===== config.mk =====
export PLATFORM = sky130hd
export DESIGN_NAME = ppd_pixel_pll_ctrl
export DESIGN_NICKNAME = d
export VERILOG_FILES = /design/src/design/ppd_pkg.sv /design/src/design/ppd_line_counter.sv /design/src/design/ppd_pixel_pll_ctrl.sv
export VERILOG_INCLUDE_DIRS = /design/src /design/src/design
export SDC_FILE = /design/constraint.sdc
export NUM_CORES = 1
export LEC_CHECK = 0
export BUFFER_PORTS_ARGS = -buffer_cell sky130_fd_sc_hd__buf_2
export CORE_MARGIN = 1.5
export CORE_UTILIZATION = 45
export CTS_CLUSTER_DIAMETER = 150
export CTS_CLUSTER_SIZE = 16
export DETAILED_ROUTE_END_ITERATION = 6
export PLACE_DENSITY = 0.65
export SLEW_MARGIN = 20
export SYNTH_ARGS = -nofsm -noshare
export SYNTH_HDL_FRONTEND = slang
export SYNTH_SLANG_ARGS = --single-unit
export TNS_END_PERCENT = 100

===== constraint.sdc =====
create_clock -name core_clk -period 12.8 [get_ports core_clk]
set_input_delay 3.2 -clock core_clk [delete_from_list [all_inputs] [get_ports core_clk]]
set_output_delay 3.2 -clock core_clk [all_outputs]
set_load 0.1 [all_outputs]

===== src/design/ppd_defs.svh =====
// Register indices, field positions, reset values and counts of the pixel clock control
`ifndef PPD_DEFS_SVH
`define PPD_DEFS_SVH

// Register indices
`define PPD_IDX_LOOP_CONTROL      8'h01
`define PPD_IDX_LINE_DIV_LOW      8'h02
`define PPD_IDX_LINE_DIV_HIGH     8'h03
`define PPD_IDX_PHASE_OFFSET      8'h04
`define PPD_IDX_PHASE_RESOLUTION  8'h05

// Field positions
`define PPD_POST_SCALE_LSB        4
`define PPD_POST_SCALE_MSB        5
`define PPD_GAIN_LSB              0
`define PPD_GAIN_MSB              2
`define PPD_DIV_HIGH_MSB          3
`define PPD_OFFSET_MSB            5
`define PPD_RES_MSB               1

// Reset values
`define PPD_RST_POST_SCALE        2'h0
`define PPD_RST_GAIN              3'h0
`define PPD_RST_DIV_LOW           8'hFF
`define PPD_RST_DIV_HIGH          4'h0
`define PPD_RST_OFFSET            6'h00
`define PPD_RST_RES               2'h0

// Counts
`define PPD_LINE_EXTRA            8
`define PPD_DIV_WIDTH             12
`define PPD_RES_CODE_16           2'h0
`define PPD_RES_CODE_32           2'h1
`define PPD_RES_CODE_64           2'h3
`define PPD_OFFSET_MAX_16         6'h0F
`define PPD_OFFSET_MAX_32         6'h1F
`define PPD_OFFSET_MAX_64         6'h3F

`endif


===== src/design/ppd_pkg.sv =====
// Types shared by the pixel clock control modules
package ppd_pkg;
  typedef logic [7:0]  ppd_byte_t;
  typedef logic [11:0] ppd_div_t;
  typedef logic [12:0] ppd_modulus_t;
  typedef logic [5:0]  ppd_offset_t;
  typedef logic [1:0]  ppd_code2_t;
  typedef enum logic [1:0] {
    PPD_LOAD_ON_RESET,
    PPD_LOAD_ON_LINE
  } ppd_load_mode_t;
endpackage


===== src/design/ppd_line_counter.sv =====
// Feedback divider counter: one pulse per completed modulus of pixel ticks
`timescale 1ns/1ps
module ppd_line_counter
  import ppd_pkg::*;
#(
  parameter int MOD_WIDTH = 13
) (
  // Clock and reset
  input  wire logic                 core_clk,
  input  wire logic                 rst,
  // Control
  input  wire logic                 restart,
  input  wire logic                 pixelTick,
  input  wire logic [MOD_WIDTH-1:0] modulus,
  // Status
  output logic                      linePulse,
  output logic [MOD_WIDTH-1:0]      pixelCount
);

  generate
    if (MOD_WIDTH < 2) begin : g_bad_width
      $error("ppd_line_counter: MOD_WIDTH too small");
    end
  endgenerate

  logic [MOD_WIDTH-1:0] count_q;
  logic [MOD_WIDTH-1:0] count_d;
  logic                 pulse_q;
  wire                  lastTick = pixelTick && (count_q >= modulus - MOD_WIDTH'(1));

  assign count_d = lastTick ? '0 : count_q + MOD_WIDTH'(1);

  always_ff @(posedge core_clk) begin
    if (rst || restart) begin
      count_q <= '0;
      pulse_q <= 1'b0;
    end else begin
      pulse_q <= lastTick;
      if (pixelTick) begin
        count_q <= count_d;
      end
    end
  end

  assign linePulse  = pulse_q;
  assign pixelCount = count_q;

endmodule // ppd_line_counter


===== src/design/ppd_pixel_pll_ctrl.sv =====
// Pixel clock generator control: post-scaler, gain, line divider and phase offset
`timescale 1ns/1ps
`include "ppd_defs.svh"
module ppd_pixel_pll_ctrl
  import ppd_pkg::*;
#(
  parameter int DIV_WIDTH = `PPD_DIV_WIDTH
) (
  // Clock and reset
  input  wire logic       core_clk,
  input  wire logic       rst,
  // Register port
  input  wire logic       regWrEn,
  input  wire logic       regRdEn,
  input  wire ppd_byte_t  regIndex,
  input  wire ppd_byte_t  regWrData,
  output ppd_byte_t       regRdData,
  // Loop control
  input  wire logic       loopReset,
  input  wire logic       loadOnLine,
  // Clock and sync outputs
  output logic            pixelTick,
  output logic            pixelClk,
  output logic            recoveredSync,
  output logic            shiftedSync,
  // Analog controls
  output logic [7:0]      detectorGainSelect,
  output logic [7:0]      detectorGainMicroAmp,
  output ppd_offset_t     phaseOffsetEffective,
  output logic [6:0]      phaseElementCount,
  output logic [DIV_WIDTH:0] activeModulus
);

  localparam int MOD_W = DIV_WIDTH + 1;

  generate
    if (DIV_WIDTH != `PPD_DIV_WIDTH) begin : g_bad_width
      $error("ppd_pixel_pll_ctrl: DIV_WIDTH must match the register layout");
    end
  endgenerate

  // Decoders
  function automatic logic [4:0] scaleRatio(input ppd_code2_t code);
    scaleRatio = 5'h02 << code;
  endfunction

  function automatic ppd_offset_t offsetMax(input ppd_code2_t code);
    unique case (code)
      `PPD_RES_CODE_32: offsetMax = `PPD_OFFSET_MAX_32;
      `PPD_RES_CODE_64: offsetMax = `PPD_OFFSET_MAX_64;
      default:          offsetMax = `PPD_OFFSET_MAX_16;
    endcase
  endfunction

  function automatic logic [2:0] resShift(input ppd_code2_t code);
    unique case (code)
      `PPD_RES_CODE_32: resShift = 3'h5;
      `PPD_RES_CODE_64: resShift = 3'h6;
      default:          resShift = 3'h4;
    endcase
  endfunction

  // Register fields, reserved bits are not stored
  ppd_code2_t   postScale_q;
  logic [2:0]   gain_q;
  ppd_byte_t    divLow_q;
  logic [3:0]   divHigh_q;
  ppd_offset_t  offset_q;
  ppd_code2_t   res_q;
  ppd_byte_t    rdData_q;
  ppd_div_t     activeDiv_q;

  wire wrLoop   = regWrEn && (regIndex == `PPD_IDX_LOOP_CONTROL);
  wire wrDivLo  = regWrEn && (regIndex == `PPD_IDX_LINE_DIV_LOW);
  wire wrDivHi  = regWrEn && (regIndex == `PPD_IDX_LINE_DIV_HIGH);
  wire wrOffset = regWrEn && (regIndex == `PPD_IDX_PHASE_OFFSET);
  wire wrRes    = regWrEn && (regIndex == `PPD_IDX_PHASE_RESOLUTION);

  always_ff @(posedge core_clk) begin
    if (rst) begin
      postScale_q <= `PPD_RST_POST_SCALE;
      gain_q      <= `PPD_RST_GAIN;
      divLow_q    <= `PPD_RST_DIV_LOW;
      divHigh_q   <= `PPD_RST_DIV_HIGH;
      offset_q    <= `PPD_RST_OFFSET;
      res_q       <= `PPD_RST_RES;
    end else begin
      if (wrLoop) begin
        postScale_q <= regWrData[`PPD_POST_SCALE_MSB:`PPD_POST_SCALE_LSB];
        gain_q      <= regWrData[`PPD_GAIN_MSB:`PPD_GAIN_LSB];
      end
      if (wrDivLo) begin
        divLow_q <= regWrData;
      end
      if (wrDivHi) begin
        divHigh_q <= regWrData[`PPD_DIV_HIGH_MSB:0];
      end
      if (wrOffset) begin
        offset_q <= regWrData[`PPD_OFFSET_MSB:0];
      end
      if (wrRes) begin
        res_q <= regWrData[`PPD_RES_MSB:0];
      end
    end
  end

  // Readback, unmapped indices read zero
  ppd_byte_t rdMux;
  assign rdMux =
    (regIndex == `PPD_IDX_LOOP_CONTROL)     ? {2'h0, postScale_q, 1'b0, gain_q} :
    (regIndex == `PPD_IDX_LINE_DIV_LOW)     ? divLow_q :
    (regIndex == `PPD_IDX_LINE_DIV_HIGH)    ? {4'h0, divHigh_q} :
    (regIndex == `PPD_IDX_PHASE_OFFSET)     ? {2'h0, offset_q} :
    (regIndex == `PPD_IDX_PHASE_RESOLUTION) ? {6'h00, res_q} : 8'h00;

  always_ff @(posedge core_clk) begin
    if (rst) begin
      rdData_q <= 8'h00;
    end else if (regRdEn) begin
      rdData_q <= rdMux;
    end
  end
  assign regRdData = rdData_q;

  // Divider load timing
  ppd_load_mode_t loadMode;
  logic           linePulse;
  wire  ppd_div_t shadowDiv = {divHigh_q, divLow_q};
  assign loadMode = loadOnLine ? PPD_LOAD_ON_LINE : PPD_LOAD_ON_RESET;
  wire  loadNow   = (loadMode == PPD_LOAD_ON_LINE) ? linePulse : loopReset;

  always_ff @(posedge core_clk) begin
    if (rst) begin
      activeDiv_q <= {`PPD_RST_DIV_HIGH, `PPD_RST_DIV_LOW};
    end else if (loadNow) begin
      activeDiv_q <= shadowDiv;
    end
  end

  // Post-scaler: one pixel tick per ratio oscillator cycles
  logic [4:0] scaleCnt_q;
  logic       pixelClk_q;
  wire  [4:0] ratio    = scaleRatio(postScale_q);
  wire        scaleEnd = (scaleCnt_q >= ratio - 5'h01);
  wire  [4:0] scaleNext = scaleEnd ? 5'h00 : scaleCnt_q + 5'h01;
  // Level follows the ratio in force next cycle, so a rewrite cannot leave it high at a tick
  wire  ppd_code2_t scaleCodeNext = wrLoop ?
      regWrData[`PPD_POST_SCALE_MSB:`PPD_POST_SCALE_LSB] : postScale_q;
  wire  [4:0] ratioNext = scaleRatio(scaleCodeNext);

  always_ff @(posedge core_clk) begin
    if (rst || loopReset) begin
      scaleCnt_q <= 5'h00;
      pixelClk_q <= 1'b0;
    end else begin
      scaleCnt_q <= scaleNext;
      pixelClk_q <= scaleNext < (ratioNext >> 1);
    end
  end
  assign pixelTick = scaleEnd;
  assign pixelClk  = pixelClk_q;

  // Line counter, modulus is divider plus eight
  wire [MOD_W-1:0] modulus = {1'b0, activeDiv_q} + MOD_W'(`PPD_LINE_EXTRA);

  ppd_line_counter #(
    .MOD_WIDTH (MOD_W)
  ) u_line (
    .core_clk   (core_clk),
    .rst        (rst),
    .restart    (loopReset),
    .pixelTick  (scaleEnd),
    .modulus    (modulus),
    .linePulse  (linePulse),
    .pixelCount ()
  );
  assign recoveredSync = linePulse;
  assign activeModulus = modulus;

  // Phase offset: clamp, then delay in oscillator cycles below one pixel period
  wire ppd_offset_t maxOff  = offsetMax(res_q);
  wire ppd_offset_t effOff  = (offset_q > maxOff) ? maxOff : offset_q;
  wire [10:0]       product = {5'h00, effOff} * {6'h00, ratio};
  wire [10:0]       delayW  = product >> resShift(res_q);
  wire [4:0]        delay   = delayW[4:0];

  logic [4:0] delayCnt_q;
  logic       delayBusy_q;
  logic       shifted_q;

  always_ff @(posedge core_clk) begin
    if (rst || loopReset) begin
      delayCnt_q  <= 5'h00;
      delayBusy_q <= 1'b0;
      shifted_q   <= 1'b0;
    end else begin
      shifted_q <= 1'b0;
      if (linePulse) begin
        shifted_q   <= (delay == 5'h00);
        delayBusy_q <= (delay != 5'h00);
        delayCnt_q  <= delay - 5'h01;
      end else if (delayBusy_q) begin
        if (delayCnt_q == 5'h00) begin
          shifted_q   <= 1'b1;
          delayBusy_q <= 1'b0;
        end else begin
          delayCnt_q <= delayCnt_q - 5'h01;
        end
      end
    end
  end
  assign shiftedSync = shifted_q;

  // Analog control outputs
  assign detectorGainSelect   = 8'h01 << gain_q;
  assign detectorGainMicroAmp = 8'h01 << gain_q;
  assign phaseOffsetEffective = effOff;
  assign phaseElementCount    = 7'h01 << resShift(res_q);

endmodule // ppd_pixel_pll_ctrl


; ---- Yosys cells after proc, flatten, opt, wreduce, memory -nomap -nowiden
; Index checks and enable logic that the tools add are counted.
[word_totals]
regBits = 72
input_bits = 22
wordCells = 75
[classes]
addsub = 7
n_mul = 1
order_cmp = 4
eq_ne = 9
shift = 5
n_mux = 22
reduce_logical = 12
[op_table]
columns = cell, n
row1 = 5-bit 2-to-1 mux, 4
row2 = 6-bit 2-to-1 mux, 3
row3 = "8-bit by 2-bit == test with 1-bit output, second input constant", 2
row4 = "8-bit by 3-bit == test with 1-bit output, second input constant", 2
row5 = 8-bit 2-to-1 mux, 2
row6 = "5-bit by 1-bit subtractor with 5-bit output, second input constant", 3
row7 = "12-bit by 4-bit adder with 13-bit output, second input constant", 1
row8 = "13-bit by 1-bit adder with 13-bit output, second input constant", 1
row9 = 13-bit >= comparator, 1
row10 = 13-bit 2-to-1 mux, 1
row11 = "13-bit by 1-bit subtractor with 13-bit output, second input constant", 1
row12 = 6-bit one-hot mux with 2 select lines, 1
row13 = 6-bit by 5-bit multiplier with 11-bit output, 1
row14 = 11-bit by 3-bit >> shifter with 5-bit output, 1
row15 = 5-bit zero test, 2
row16 = "2-bit by 2-bit << shifter with 5-bit output, first input constant", 2
row17 = "8-bit by 1-bit == test with 1-bit output, second input constant", 1
row18 = 1-bit 2-to-1 mux, 8
row19 = "1-bit by 3-bit << shifter with 8-bit output, first input constant", 1
row20 = "1-bit by 3-bit << shifter with 7-bit output, first input constant", 1
row21 = 6-bit greater-than comparator, 1
row22 = 1-bit logical AND, 6
row23 = "5-bit by 1-bit adder with 5-bit output, second input constant", 1
row24 = 5-bit >= comparator, 1
row25 = other kinds (11), 12

; ---- Logic depth before layout (Yosys ltp)
[depth]
ltp_word = 8
mapped_depth = 23

; ---- Modules after synthesis
; A second synthesis with hierarchy kept.
[unflattened]
cells_unflattened = 619
area_unflattened_um2 = 5185.0
[by_module_without_submodules]
columns = module, n_inst, cells_per_inst, area_each_um2, seq_area_each_um2
row1 = ppd_pixel_pll_ctrl, 1, 479, 3917.5, 1161.1
row2 = ppd_line_counter, 1, 140, 1267.5, 280.3

; ---- Least setup slack after synthesis
; OpenSTA, ideal clock, no wires.
[synth_timing]
path_type = reg2out
from = register gain_q[0]
to = output detectorGainSelect[1]
arrival_time_ps = 3396
path_slack_ps = 6204
stages_incl_launch_ff = 4
n_path_buf = 2
cell_sequence = dfxtp_1 -> clkbuf_1 -> nor3b_1 -> buf_4
[synth_via]
elab_chain_len = 1
[synth_lines]
columns = element, line_no
row1 = start: declaration, ppd_pixel_pll_ctrl.sv:65  ; logic [2:0] gain_q;
row2 = start signal: assignment, ppd_pixel_pll_ctrl.sv:82  ; gain_q <= `PPD_RST_GAIN;
row3 = start signal: assignment, ppd_pixel_pll_ctrl.sv:90  ; gain_q <= regWrData[`PPD_GAIN_MSB:`PPD_GAIN_LSB];
row4 = 1-bit by 3-bit << shifter with 8-bit output, -
row5 = end: declaration, ppd_pixel_pll_ctrl.sv:27  ; output logic [7:0] detectorGainSelect,
; No other way between the ends.

; ---- Final worst setup path
[layout_timing]
from = register postScale_q[0]
to = output pixelTick
[layout_via]
elab_chain_len = 3
[layout_lines]
columns = element, line_no
row1 = start: declaration, ppd_pixel_pll_ctrl.sv:64  ; ppd_code2_t postScale_q;
row2 = start signal: assignment, ppd_pixel_pll_ctrl.sv:81  ; postScale_q <= `PPD_RST_POST_SCALE;
row3 = start signal: assignment, ppd_pixel_pll_ctrl.sv:89  ; postScale_q <= regWrData[`PPD_POST_SCALE_MSB:`PPD_POST_SCALE_LSB];
row4 = 2-bit by 2-bit << shifter with 5-bit output, ppd_pixel_pll_ctrl.sv:44  ; scaleRatio = 5'h02 << code;
row5 = 5-bit by 1-bit subtractor with 5-bit output, ppd_pixel_pll_ctrl.sv:144  ; wire scaleEnd = (scaleCnt_q >= ratio - 5'h01);
row6 = 5-bit >= comparator, ppd_pixel_pll_ctrl.sv:144
row7 = end: declaration, ppd_pixel_pll_ctrl.sv:22  ; output logic pixelTick,
; No other way between the ends.

==> results.yml <==
layout:
  final_cell_mix: "72 x dfxtp_1, 71 x buf_2, 70 x nor2_1"
  fill_cells: 1041
  fin_nets: 737
  layout_commonest_cell: "dfxtp_1"
  area_growth_pct: 11.0
  antenna_cells: 0
  layout-drive-gt1-share_pct: 15.6
detailed_routing:
  drc_errors: 0
  via_count: 4498
  drt-initial-drc-count: 229
  drt-vias-per-instance: 5.57
  ant_nets: 0
  dr.pass1.iters: 4
  totalWireLength_um: 11900
  wire_per_inst_um: 14.8
power:
  comb_power_share_pct: 18.0
  switching_share_pct: 30.4
  p_int_uw: 354
  share_clk_of_total_power_pct: 36.4
  power.net_switching_uw: 154
  power_density_mw_per_mm2: 90.9
  fin_total_pwr_uw: 508
  p_seq_share_pct: 45.5
  p_leak_nw: 2.47
  max-vdd-ir-drop_uv: 53.2
floorplan:
  io_pins: 76
  initial_utilization_pct: 46.2
  num_rows: 38
  die_h_um: 109
  die-area_sq_mm: 0.0118
  core-area_sq_mm: 0.0109
  fp.dieW_um: 109
setup_path:
  setup.worst_path.end: "pixelTick"
  worst_path_most_repeated_cell: "a21o_1"
  crit_cells: 7
  arrival_ns: 3.27
  path_max_fanout: 15
  crit_family: "compound AO/OA/AOI/OAI gates"
  r2r_slack_ns: 7.29
  cp_slowest_cell: "a211oi_2"
  rr_startpoint: "res_q[0]$_SDFFE_PP0P_"
  r2r-end: "delayCnt_q[4]$_SDFFE_PP0P_"
  cp_slowest_stage_delay_ns: 0.74
  start_kind: "flip-flop"
  crit_path_end_kind: "output pin"
  critPathLaunch: "postScale_q[0]$_SDFF_PP0_"
  rr_worst_depth: 20
  path_buf_inv: 2
  path_class: "reg2out"
  cp_cell_sequence: "nor2_1 -> ha_1 -> a21o_1 -> a21o_1 -> a211oi_2 -> inv_1 -> buf_2"
  cp.required_ns: 9.60
grt:
  track_usage_pct: 21.3
  grt_remaining_overflow: 0
  antenna_found_initial: 0
  grt_max_degree: 48
  first_global_vias: 4273
  grt_pass1_wl_um: 20200
timing:
  hold_violations: 0
  rsz0062_at_grt: "false"
  layout_worst_path_cycle_share_pct: 50.5
  tns_ns: 0
  fin_ws_ns: 6.33
  layout_min_cycle_time_ns: 6.47
  tightestPinTransition_ns: 0.871
  setup_violations: 0
  finClkSkew_ns: 0.0144
  max_freq_mhz: 155
  slew_violations: 0
  slew_headroom_pct: 41.8
clock_network:
  post_cts_resized: 0
  clk_latency_ns: 0.35
  cts_root_buf: "clkbuf_8"
  h-tree-depth: 3
  post_cts.repair.setup_buffers: 0
  cts_sinks: 72
  holdBufCountCts: 0
  cts_tree: "yes"
  cts_made_buffers: 9
  clockBufferDepth: 2
  clk_pin_slew_ns: 0.07
worst_hold_path:
  hold_class: "reg2reg"
yosys:
  synth_area_per_cell_sq_um: 8.17
  synth-main-ff-cell: "dfxtp_1"
  ys_async_sr_fraction_pct: 0
  syn-cell-area_sq_mm: 0.00503
  synth_cell_types: 64
  synth_seq_cells: 72
  syn-instance-count: 616
  synth_edf_count: 0
  yosysWarnings: 0
  yosysSeqAreaShare_pct: 28.7
placement:
  io_buffers: 71
  dp_hpwl_um: 9210
  gp_congestion: 0.944
  dpl_worst_slack_ns: 6.79
status:
  status: "completed"
run:
  cap_viol_max_count: 0
## synthesized netlist by cell type (15+ instances only)
| cell type | instances | area share, % |
|---|---|---|
| buf_4 | 15 | 2.2 |
| xnor2_1 | 17 | 3.0 |
| ha_1 | 43 | 11 |
| nor3_1 | 24 | 2.4 |
| o21ai_0 | 19 | 1.9 |
| mux2i_1 | 18 | 3.6 |
| nor2_1 | 70 | 5.2 |
| clkbuf_1 | 16 | 1.2 |
| a21oi_1 | 26 | 2.6 |
| nand2_1 | 52 | 3.9 |
| nand3_1 | 34 | 3.4 |
| inv_1 | 31 | 2.3 |
| dfxtp_1 | 72 | 29 |
## kinds of logic after synthesis
kind of cell,count (synthesis),synth area share (%)
other,1,0.0746
XOR/XNOR,31,5.40
multiplexers,18,3.58
buffers and inverters,70,6.49
adder cells (fa/ha/maj),52,14.3
flip-flops,72,28.7
AND/OR/NAND/NOR,255,25.3
AO/OA/AOI/OAI,117,16.2
## sequential cells by signal (all words and copies together) (netlist names), 2 cells and up
name and flops:
u_line.pixelCount 13, divHigh_q 4, scaleCnt_q 5, divLow_q 8
offset_q 6, gain_q 3, regRdData 8, res_q 2
activeDiv_q 12, delayCnt_q 5, postScale_q 2
## worst reg2reg max path: cells and delay by family (launching register included)
| family | cells | cell delay, ns |
|---|---|---|
| XOR/XNOR | 1 | 0.35 |
| AND/OR/NAND/NOR | 5 | 0.66 |
| AO/OA/AOI/OAI | 8 | 1.56 |
| flip-flops | 1 | 0.53 |
| adder cells (fa/ha/maj) | 6 | 2.34 |
## final cells by class
class                      count  area (sq um)  share of cell area, %
tap                          140           175                   3.14
sequential                    72          1440                   25.8
clock inverter                 2          37.5                  0.672
multi-input combinational    478          3290                   58.9
timing repair buffer          71           355                   6.36
clock buffer                  13           169                   3.02
inverter                      31           116                   2.08
## layer usage
metal  up-vias  wire (um)  track usage (%)
li1       2245          -                -
met1      2116       5820             29.5
met2       128       5470             34.8
met3         9        538             3.05
met4         0         97             5.64
met5         -          0                0
## how the worst min path moves through the flow
stage	slack [ns]	cells after the start	end	start
floorplan	0.45	2	divLow_q[2]$_SDFFE_PP1P_	divLow_q[2]$_SDFFE_PP1P_
global placement	0.46	2	regRdData[7]$_SDFFE_PP0P_	regRdData[7]$_SDFFE_PP0P_
detailed placement	0.46	2	regRdData[6]$_SDFFE_PP0P_	regRdData[6]$_SDFFE_PP0P_
CTS	0.47	2	regRdData[6]$_SDFFE_PP0P_	regRdData[6]$_SDFFE_PP0P_
global route	0.49	2	regRdData[6]$_SDFFE_PP0P_	regRdData[6]$_SDFFE_PP0P_
finish	0.47	2	regRdData[6]$_SDFFE_PP0P_	regRdData[6]$_SDFFE_PP0P_
## power groups by stage
stage	clock network (mW)	logic (mW)	registers, mW
floorplan	0	0.0686	0.243
global placement	0	0.0894	0.236
detailed placement	0	0.0913	0.236
CTS	0.190	0.0915	0.231
global route	0.199	0.0983	0.232
finish	0.185	0.0916	0.231
## metrics by stage
step	utilization [%]	instance area [sq um]	hold slack, ns	instances
3_5_place_dp	49.3	5370	0.462	792
6_report	51.3	5580	0.470	807
5_1_grt	51.3	5580	0.489	807
2_1_floorplan	-	5040	0.450	620
4_1_cts	51.2	5580	0.474	807
3_3_place_gp	49.3	5370	0.456	792
No activity file was read; power rests on OpenSTA's default activity.
